--- config.mk ---
export PLATFORM = sky130hd
export DESIGN_NAME = hwd_watchdog
export DESIGN_NICKNAME = d
export VERILOG_FILES = /design/src/inc/hwd_pkg.sv /design/src/hdl/hwd_watchdog.sv
export SDC_FILE = /design/constraint.sdc
export NUM_CORES = 1
export LEC_CHECK = 0
export BUFFER_PORTS_ARGS = -buffer_cell sky130_fd_sc_hd__buf_2
export CAP_MARGIN = 20
export CORE_MARGIN = 2
export CORE_UTILIZATION = 45
export DETAILED_ROUTE_END_ITERATION = 8
export MAX_ROUTING_LAYER = met4
export PLACE_DENSITY = 0.72
export SKIP_CTS_REPAIR_TIMING = 1
export SLEW_MARGIN = 40
export SYNTH_ARGS = -nofsm -noshare
export SYNTH_HDL_FRONTEND = slang
export SYNTH_SLANG_ARGS = --single-unit
--- constraint.sdc ---
create_clock -name core_clk_in -period 2.4 [get_ports core_clk_in]
set_input_delay 0.12 -clock core_clk_in [delete_from_list [all_inputs] [get_ports core_clk_in]]
set_output_delay 0.12 -clock core_clk_in [all_outputs]
set_load 0.02 [all_outputs]
--- src/inc/hwd_pkg.sv ---
// Package with register map, field layout and timing constants for the watchdog
`default_nettype none
package hwd_pkg;
    // Register byte addresses: the register index times four
    localparam logic [7:0] HWD_IDX_SERVICE_KEY = 8'ha6;
    localparam logic [7:0] HWD_IDX_TIMEOUT_SEL = 8'ha7;
    localparam logic [9:0] HWD_ADDR_SERVICE_KEY = {HWD_IDX_SERVICE_KEY, 2'b00};
    localparam logic [9:0] HWD_ADDR_TIMEOUT_SEL = {HWD_IDX_TIMEOUT_SEL, 2'b00};
    localparam logic [9:0] HWD_ADDR_STATUS = 10'h2a0;
    // Service key bytes
    localparam logic [7:0] HWD_KEY_FIRST = 8'h1e;
    localparam logic [7:0] HWD_KEY_SECOND = 8'he1;
    // Timeout select field
    localparam int HWD_SEL_W = 3;
    localparam logic [HWD_SEL_W-1:0] HWD_SEL_RESET = 3'h0;
    // Counter widths: 14-bit main counter plus 7-stage prescale chain
    localparam int HWD_MAIN_W = 14;
    localparam int HWD_PRE_W = 7;
    localparam int HWD_CNT_W = HWD_MAIN_W + HWD_PRE_W;
    localparam logic [HWD_MAIN_W-1:0] HWD_MAIN_TOP = 14'h3fff;
    // Reset pulse length in peripheral clock periods
    localparam int HWD_RST_PULSE_CYC = 96;
    localparam int HWD_PULSE_W = 7;
    // Status register bit positions
    localparam int HWD_ST_ENABLED = 0;
    localparam int HWD_ST_ARMED = 1;
    localparam int HWD_ST_PULSE = 2;

    // Bus request carrier
    typedef struct packed {
        logic [9:0] address;
        logic read;
        logic write;
        logic [31:0] writedata;
    } hwd_bus_req_t;

    // Key sequence states
    typedef enum logic [1:0] {
        HWD_OFF = 2'b00,
        HWD_OFF_ARMED = 2'b01,
        HWD_RUN = 2'b10,
        HWD_RUN_ARMED = 2'b11
    } hwd_state_t;
endpackage
`default_nettype wire

--- src/hdl/hwd_watchdog.sv ---
// Hardware watchdog with prescaler, service key register and reset pulse output
`timescale 1ns/10ps
`default_nettype none

// Behaviour
// - After any reset the watchdog is off, does not count and makes no reset until enabled.
// - Writing 0x1e then 0xe1 to the service key register enables the watchdog.
// - While enabled the counter advances by one every machine cycle while the clock runs.
// - Once enabled it cannot be turned off except by a hardware or watchdog reset.
// - Overflow of the 14-bit count at 0x3fff resets the whole device.
// - The key sequence while running restarts the counter from zero.
// - The key register is write-only and the counter is neither readable nor writable.
// - On overflow an active-low reset pulse of 96 peripheral clock periods is driven.
// - A 7-stage prescale chain extends the timeout range.
// - The 3-bit select field sets the timeout to 16384 times two to its value cycles.
// - The select field resets to zero and its upper five bits are not stored and read as zero.
// - In power-down the clock halts and the counter stops advancing.
// - After power-down exit by interrupt, counting waits while the interrupt pin is low.
module hwd_watchdog (
    input wire logic core_clk_in, // 20 MHz core clock, one machine cycle per edge
    input wire logic rst_in, // Synchronous active-high reset
    input wire logic machine_cycle_in, // Machine cycle strobe from core timing
    input wire logic power_down_in, // Core is in power-down, clock gated
    input wire logic wake_int_n_in, // External wake interrupt pin, active low
    input wire logic [9:0] avs_address_in, // Avalon byte address
    input wire logic avs_read_in, // Avalon read
    input wire logic avs_write_in, // Avalon write
    input wire logic [31:0] avs_writedata_in, // Avalon write data
    input wire logic [3:0] avs_byteenable_in, // Avalon byte enables
    output logic [31:0] avs_readdata_out, // Avalon read data
    output logic avs_waitrequest_out, // Avalon wait request
    output logic [1:0] avs_response_out, // Avalon response, slave error on unmapped
    output logic device_rst_n_out, // Active-low reset pulse to the device
    output logic device_rst_oe_out // Drive enable of the reset pin
);
    import hwd_pkg::*;

    hwd_state_t state;
    hwd_bus_req_t req;
    logic [HWD_SEL_W-1:0] timeout_sel;
    logic [HWD_CNT_W-1:0] count;
    logic [HWD_PULSE_W-1:0] pulse_cnt;
    logic pulse_active;
    logic wake_s1, wake_s2, wake_s3, wake_ok;
    logic wake_hold;
    logic served;
    logic acked;
    logic key_wr, sel_wr, stat_rd, mapped;
    logic running, overflow, advance;
    logic [HWD_CNT_W-1:0] limit;

    assign req = '{address: avs_address_in, read: avs_read_in, write: avs_write_in,
                   writedata: avs_writedata_in};

    // Address decode; one wait cycle per access keeps timing fixed
    always_comb begin
        mapped = 1'b0;
        if (req.address == HWD_ADDR_SERVICE_KEY) begin
            mapped = 1'b1;
        end else if (req.address == HWD_ADDR_TIMEOUT_SEL) begin
            mapped = 1'b1;
        end else if (req.address == HWD_ADDR_STATUS) begin
            mapped = 1'b1;
        end
    end
    assign avs_waitrequest_out = (req.read | req.write) & ~acked;
    assign key_wr = req.write & acked & avs_byteenable_in[0]
                    & (req.address == HWD_ADDR_SERVICE_KEY);
    assign sel_wr = req.write & acked & avs_byteenable_in[0]
                    & (req.address == HWD_ADDR_TIMEOUT_SEL);
    assign stat_rd = req.address == HWD_ADDR_STATUS;

    // Acknowledge pulse, cleared after each completed access
    always_ff @(posedge core_clk_in) begin
        if (rst_in) begin
            acked <= 1'b0;
        end else begin
            acked <= (req.read | req.write) & ~acked;
        end
    end

    // Read data; the key register and the counter never read back
    always_ff @(posedge core_clk_in) begin
        if (rst_in) begin
            avs_readdata_out <= 32'h0;
            avs_response_out <= 2'h0;
        end else if ((req.read | req.write) & ~acked) begin
            avs_readdata_out <= 32'h0;
            avs_response_out <= mapped ? 2'h0 : 2'h2;
            if (req.read & (req.address == HWD_ADDR_TIMEOUT_SEL)) begin
                avs_readdata_out <= {29'h0, timeout_sel};
            end else if (req.read & stat_rd) begin
                avs_readdata_out <= {29'h0, pulse_active, state[0], state[1]};
            end
        end
    end

    always_ff @(posedge core_clk_in) begin
        if (rst_in) begin
            timeout_sel <= HWD_SEL_RESET;
        end else if (sel_wr) begin
            // Upper five bits are not stored, reads show zero
            timeout_sel <= req.writedata[HWD_SEL_W-1:0];
        end
    end

    always_ff @(posedge core_clk_in) begin
        if (rst_in | pulse_active) begin
            state <= HWD_OFF;
        end else if (key_wr) begin
            case (state)
                HWD_OFF: state <= (req.writedata[7:0] == HWD_KEY_FIRST) ? HWD_OFF_ARMED : HWD_OFF;
                HWD_OFF_ARMED: begin
                    if (req.writedata[7:0] == HWD_KEY_SECOND) begin
                        state <= HWD_RUN;
                    end else if (req.writedata[7:0] == HWD_KEY_FIRST) begin
                        state <= HWD_OFF_ARMED;
                    end else begin
                        state <= HWD_OFF;
                    end
                end
                // no way back to off by software
                HWD_RUN: state <= (req.writedata[7:0] == HWD_KEY_FIRST) ? HWD_RUN_ARMED : HWD_RUN;
                HWD_RUN_ARMED: begin
                    if (req.writedata[7:0] == HWD_KEY_FIRST) begin
                        state <= HWD_RUN_ARMED;
                    end else begin
                        state <= HWD_RUN;
                    end
                end
                default: state <= HWD_OFF;
            endcase
        end
    end
    assign running = state[1];
    assign served = key_wr & (state == HWD_RUN_ARMED)
                    & (req.writedata[7:0] == HWD_KEY_SECOND);

    // Wake pin through three flops; a change counts when the last two agree
    always_ff @(posedge core_clk_in) begin
        if (rst_in) begin
            wake_s1 <= 1'b1;
            wake_s2 <= 1'b1;
            wake_s3 <= 1'b1;
            wake_ok <= 1'b1;
        end else begin
            wake_s1 <= wake_int_n_in;
            wake_s2 <= wake_s1;
            wake_s3 <= wake_s2;
            if (wake_s2 == wake_s3) begin
                wake_ok <= wake_s3;
            end
        end
    end

    // hold after power-down exit until the pin is high
    always_ff @(posedge core_clk_in) begin
        if (rst_in) begin
            wake_hold <= 1'b0;
        end else if (power_down_in) begin
            wake_hold <= 1'b1;
        end else if (wake_ok) begin
            wake_hold <= 1'b0;
        end
    end

    assign advance = running & machine_cycle_in & ~power_down_in & ~wake_hold & ~pulse_active;

    // limit is 16384 times two to the select value, minus one
    assign limit = HWD_CNT_W'({HWD_MAIN_TOP, {HWD_PRE_W{1'b1}}} >> (HWD_PRE_W - int'(timeout_sel)));
    // overflow at or above the top, so a select shortened mid-run still trips
    assign overflow = advance & (count >= limit);

    always_ff @(posedge core_clk_in) begin
        if (rst_in | ~running) begin
            count <= '0;
        end else if (served | overflow) begin
            count <= '0;
        end else if (advance) begin
            count <= count + 1'b1;
        end
    end

    // reset pulse of 96 peripheral clocks
    always_ff @(posedge core_clk_in) begin
        if (rst_in) begin
            pulse_active <= 1'b0;
            pulse_cnt <= '0;
        end else if (overflow) begin
            pulse_active <= 1'b1;
            pulse_cnt <= HWD_PULSE_W'(HWD_RST_PULSE_CYC - 1);
        end else if (pulse_active) begin
            if (pulse_cnt == '0) begin
                pulse_active <= 1'b0;
            end else begin
                pulse_cnt <= pulse_cnt - 1'b1;
            end
        end
    end
    // Open-drain style: pin driven only while pulling low
    assign device_rst_n_out = ~pulse_active;
    assign device_rst_oe_out = pulse_active;
endmodule

`default_nettype wire

==> flow_summary.toml <==
[yosys]
syn_area_per_cell_um2 = 8.78
async_flop_share_pct = 0
synth_edf_count = 0
synthDistinctLibCells = 47
ys_seq_area_share_pct = 33.3
syn_area_mm2 = 0.00264
netlist_instances = 301
synthFlopType = "dfxtp_1"
ys_ff_latch = 44
yosys_warnings = 0

[final_layout]
drive_above_1_share_pct = 24.2
stdcell_count = 411
num-fill-cells = 522
syn2layout_area_growth_pct = 12.9
fin_nets = 401
antennaDiodeCount = 0

[pwr]
p_leak_nw = 1.17
power_density_mw_per_mm2 = 472
vdd_drop_max_v = 0.000324

[routing]
first_pass_iters = 4
met1_length_um = 2430
wl_met2_um = 2480
wl_per_cell_um = 12.6
drt_wl_total_um = 5190
top_layer_used = "met4"
via_count = 2114
drt_iter0_drc = 117
drt.antenna.violating_nets = 0
wl_met3_um = 223
drc = 0
avgViaCountPerCell = 5.14

[placed_design]
hpwl_um = 3560
globalplace.congestion = 0.794
dp_cells = 401
io_buffers = 32

[worst_setup_path]
critPathArrivalTime_ps = 2430
reg2reg_depth = 9
critPathRequiredTime_ps = 2610
critPathKind = "reg2reg"
cp_max_fo = 11
crit_path_end_kind = "flop"
critPathLaunchType = "flop"

[clock_network]
clk_path_buf_depth = 2
htree_levels = 2
path_clk_slew_ps = 90
clk_latency_ps = 300
cts_root_buf = "clkbuf_8"
cts_buffers = 5
cts_tree = "built"
clkSinkCount = 44

[sta]
period_share_pct = 92.5
setup_viol_count_final = 0
fin_crit_ps = 2220
holdWs_ps = 67.6
slew_viol_final = 0
rsz0062_at_grt = "false"
hold_viol = 0
fin_setup_tns_ps = 0
timing.fmax_mhz = 450
skew_ps = 7.83

[grt]
grtUsageTotal_pct = 16.4
grt_overflow_total = 0
grt_pass1_vias = 1852
antenna_found_initial = 0
grt_pass1_wl_um = 8230
grt_max_degree = 45

[die]
core.rowCount = 27
io_pins = 90
start_util_pct = 47.4
die-width_um = 80.6
core_mm2 = 0.00557
die-area_mm2 = 0.00650
die-height_um = 80.6

[status]
run_status = "complete, no violations"

[job]
max_cap_violations = 0

[worst_hold_path]
worstHoldPathType = "in2reg"
holdPathStages = 3
-- sequential cells by signal, summed over array words and instances, names as in the netlist --
signal and flops:
count 21, pulse_cnt 7, avs_readdata_out 3, timeout_sel 3, state 2, acked 1
avs_response_out 1, device_rst_oe_out 1, wake_hold 1, wake_ok 1, wake_s1 1, wake_s2 1
wake_s3 1
-- area by class of cell --
| cell class | count | area (um2) | share of cell area, % |
|---|---|---|---|
| timing repair buffer | 45 | 263 | 8.81 |
| multi-input combinational | 230 | 1590 | 53.3 |
| sequential | 44 | 883 | 29.6 |
| clock buffer | 5 | 68.8 | 2.31 |
| tap | 72 | 90.1 | 3.02 |
| inverter | 12 | 45.0 | 1.51 |
| clock inverter | 3 | 42.5 | 1.43 |
-- power by group --
part           leakage (nW)  switching (mW)  internal (mW)
Sequential            0.357         0.00526          0.735
Clock                0.0541           0.253          0.308
Combinational         0.755          0.0786         0.0285
-- metrics by stage --
step | area (um2) | setup WS (ps) | util [%] | total power, mW
floorplan | 2750 | 196 | - | 0.868
global placement | 2800 | -165 | 50.3 | 0.860
detailed placement | 2810 | 36.5 | 50.4 | 0.861
CTS | 2920 | -1.96 | 52.4 | 1.42
global route | 2980 | 36.6 | 53.5 | 1.46
finish | 2980 | 179 | 53.5 | 1.41
-- cell usage after synthesis, drive strengths merged (2+ instances only) --
master / instances / share of area (%)
a21oi: 16 / 3.0
a22oi: 3 / 0.85
a31oi: 3 / 0.71
and3: 3 / 0.71
and4: 5 / 1.7
and4b: 2 / 0.76
buf: 33 / 9.3
clkbuf: 12 / 1.7
dfxtp: 44 / 33
ha: 10 / 4.7
inv: 12 / 1.7
mux2i: 4 / 1.5
nand2: 17 / 2.4
nand3: 11 / 2.1
nand4: 5 / 1.2
nor2: 23 / 3.3
nor3: 23 / 5.3
nor4: 5 / 2.0
nor4b: 17 / 7.1
o21ai: 2 / 0.38
o21bai: 2 / 0.57
o22ai: 3 / 0.71
or2: 5 / 1.2
or3: 3 / 0.90
xnor2: 15 / 5.0
xor2: 10 / 3.3
-- cells by family after synthesis --
| logic type | after synthesis | share of synthesized area (%) |
|---|---|---|
| muxes | 4 | 1.52 |
| xor gates and xnor gates | 25 | 8.29 |
| DFF | 44 | 33.3 |
| adders and majority gates | 10 | 4.73 |
| buffers and inverters | 57 | 12.7 |
| AOI/OAI and AO/OA | 33 | 7.53 |
| other | 1 | 0.142 |
| and+or+nand+nor | 127 | 31.7 |
-- path summary, 6_finish.rpt --
path | slack, ps | startpoint | end
worst max-delay path | 180 | timeout_sel[2] | count[15]
worst min-delay path | 70 | power_down_in | wake_hold
worst max register to register | 180 | timeout_sel[2] | count[15]
worst min register to register | 420 | wake_s1 | wake_s2
-- routing by layer --
| layer | vias up | global-route usage, % |
|---|---|---|
| met5 | - | - |
| met1 | 987 | 20.8 |
| met3 | 6 | 3.82 |
| met2 | 45 | 25.9 |
| li1 | 1076 | - |
| met4 | 0 | 5.08 |
-- critical path: stages, from the launching register on --
cell,delay [ps]
dfxtp_2,350
buf_4,140
a21oi_1,120
ha_1,280
a21oi_1,130
a21oi_1,90
a2111oi_2,370
buf_4,220
a21boi_4,130
nor4b_1,290
-- cells in the final DEF, fill, tap and decap left out, types with 2 or more instances in the layout --
cell type and instances:
a21boi_4 2, a21oi_1 16, a22oi_1 3, a31oi_1 3, and3_1 3, and4_1 5
and4b_1 2, buf_2 31, buf_4 13, clkbuf_8 5, conb_1 30, dfxtp_1 42
dfxtp_2 2, ha_1 10, inv_1 12, mux2i_1 4, nand2_1 16, nand3_1 11
nand4_1 5, nor2_1 23, nor3_1 18, nor3_2 5, nor4_1 3, nor4b_1 8
nor4b_2 9, o21bai_1 2, o22ai_1 3, or2_2 5, or3_1 2, xnor2_1 15
xor2_1 10
(Power assumes the default switching activity.)
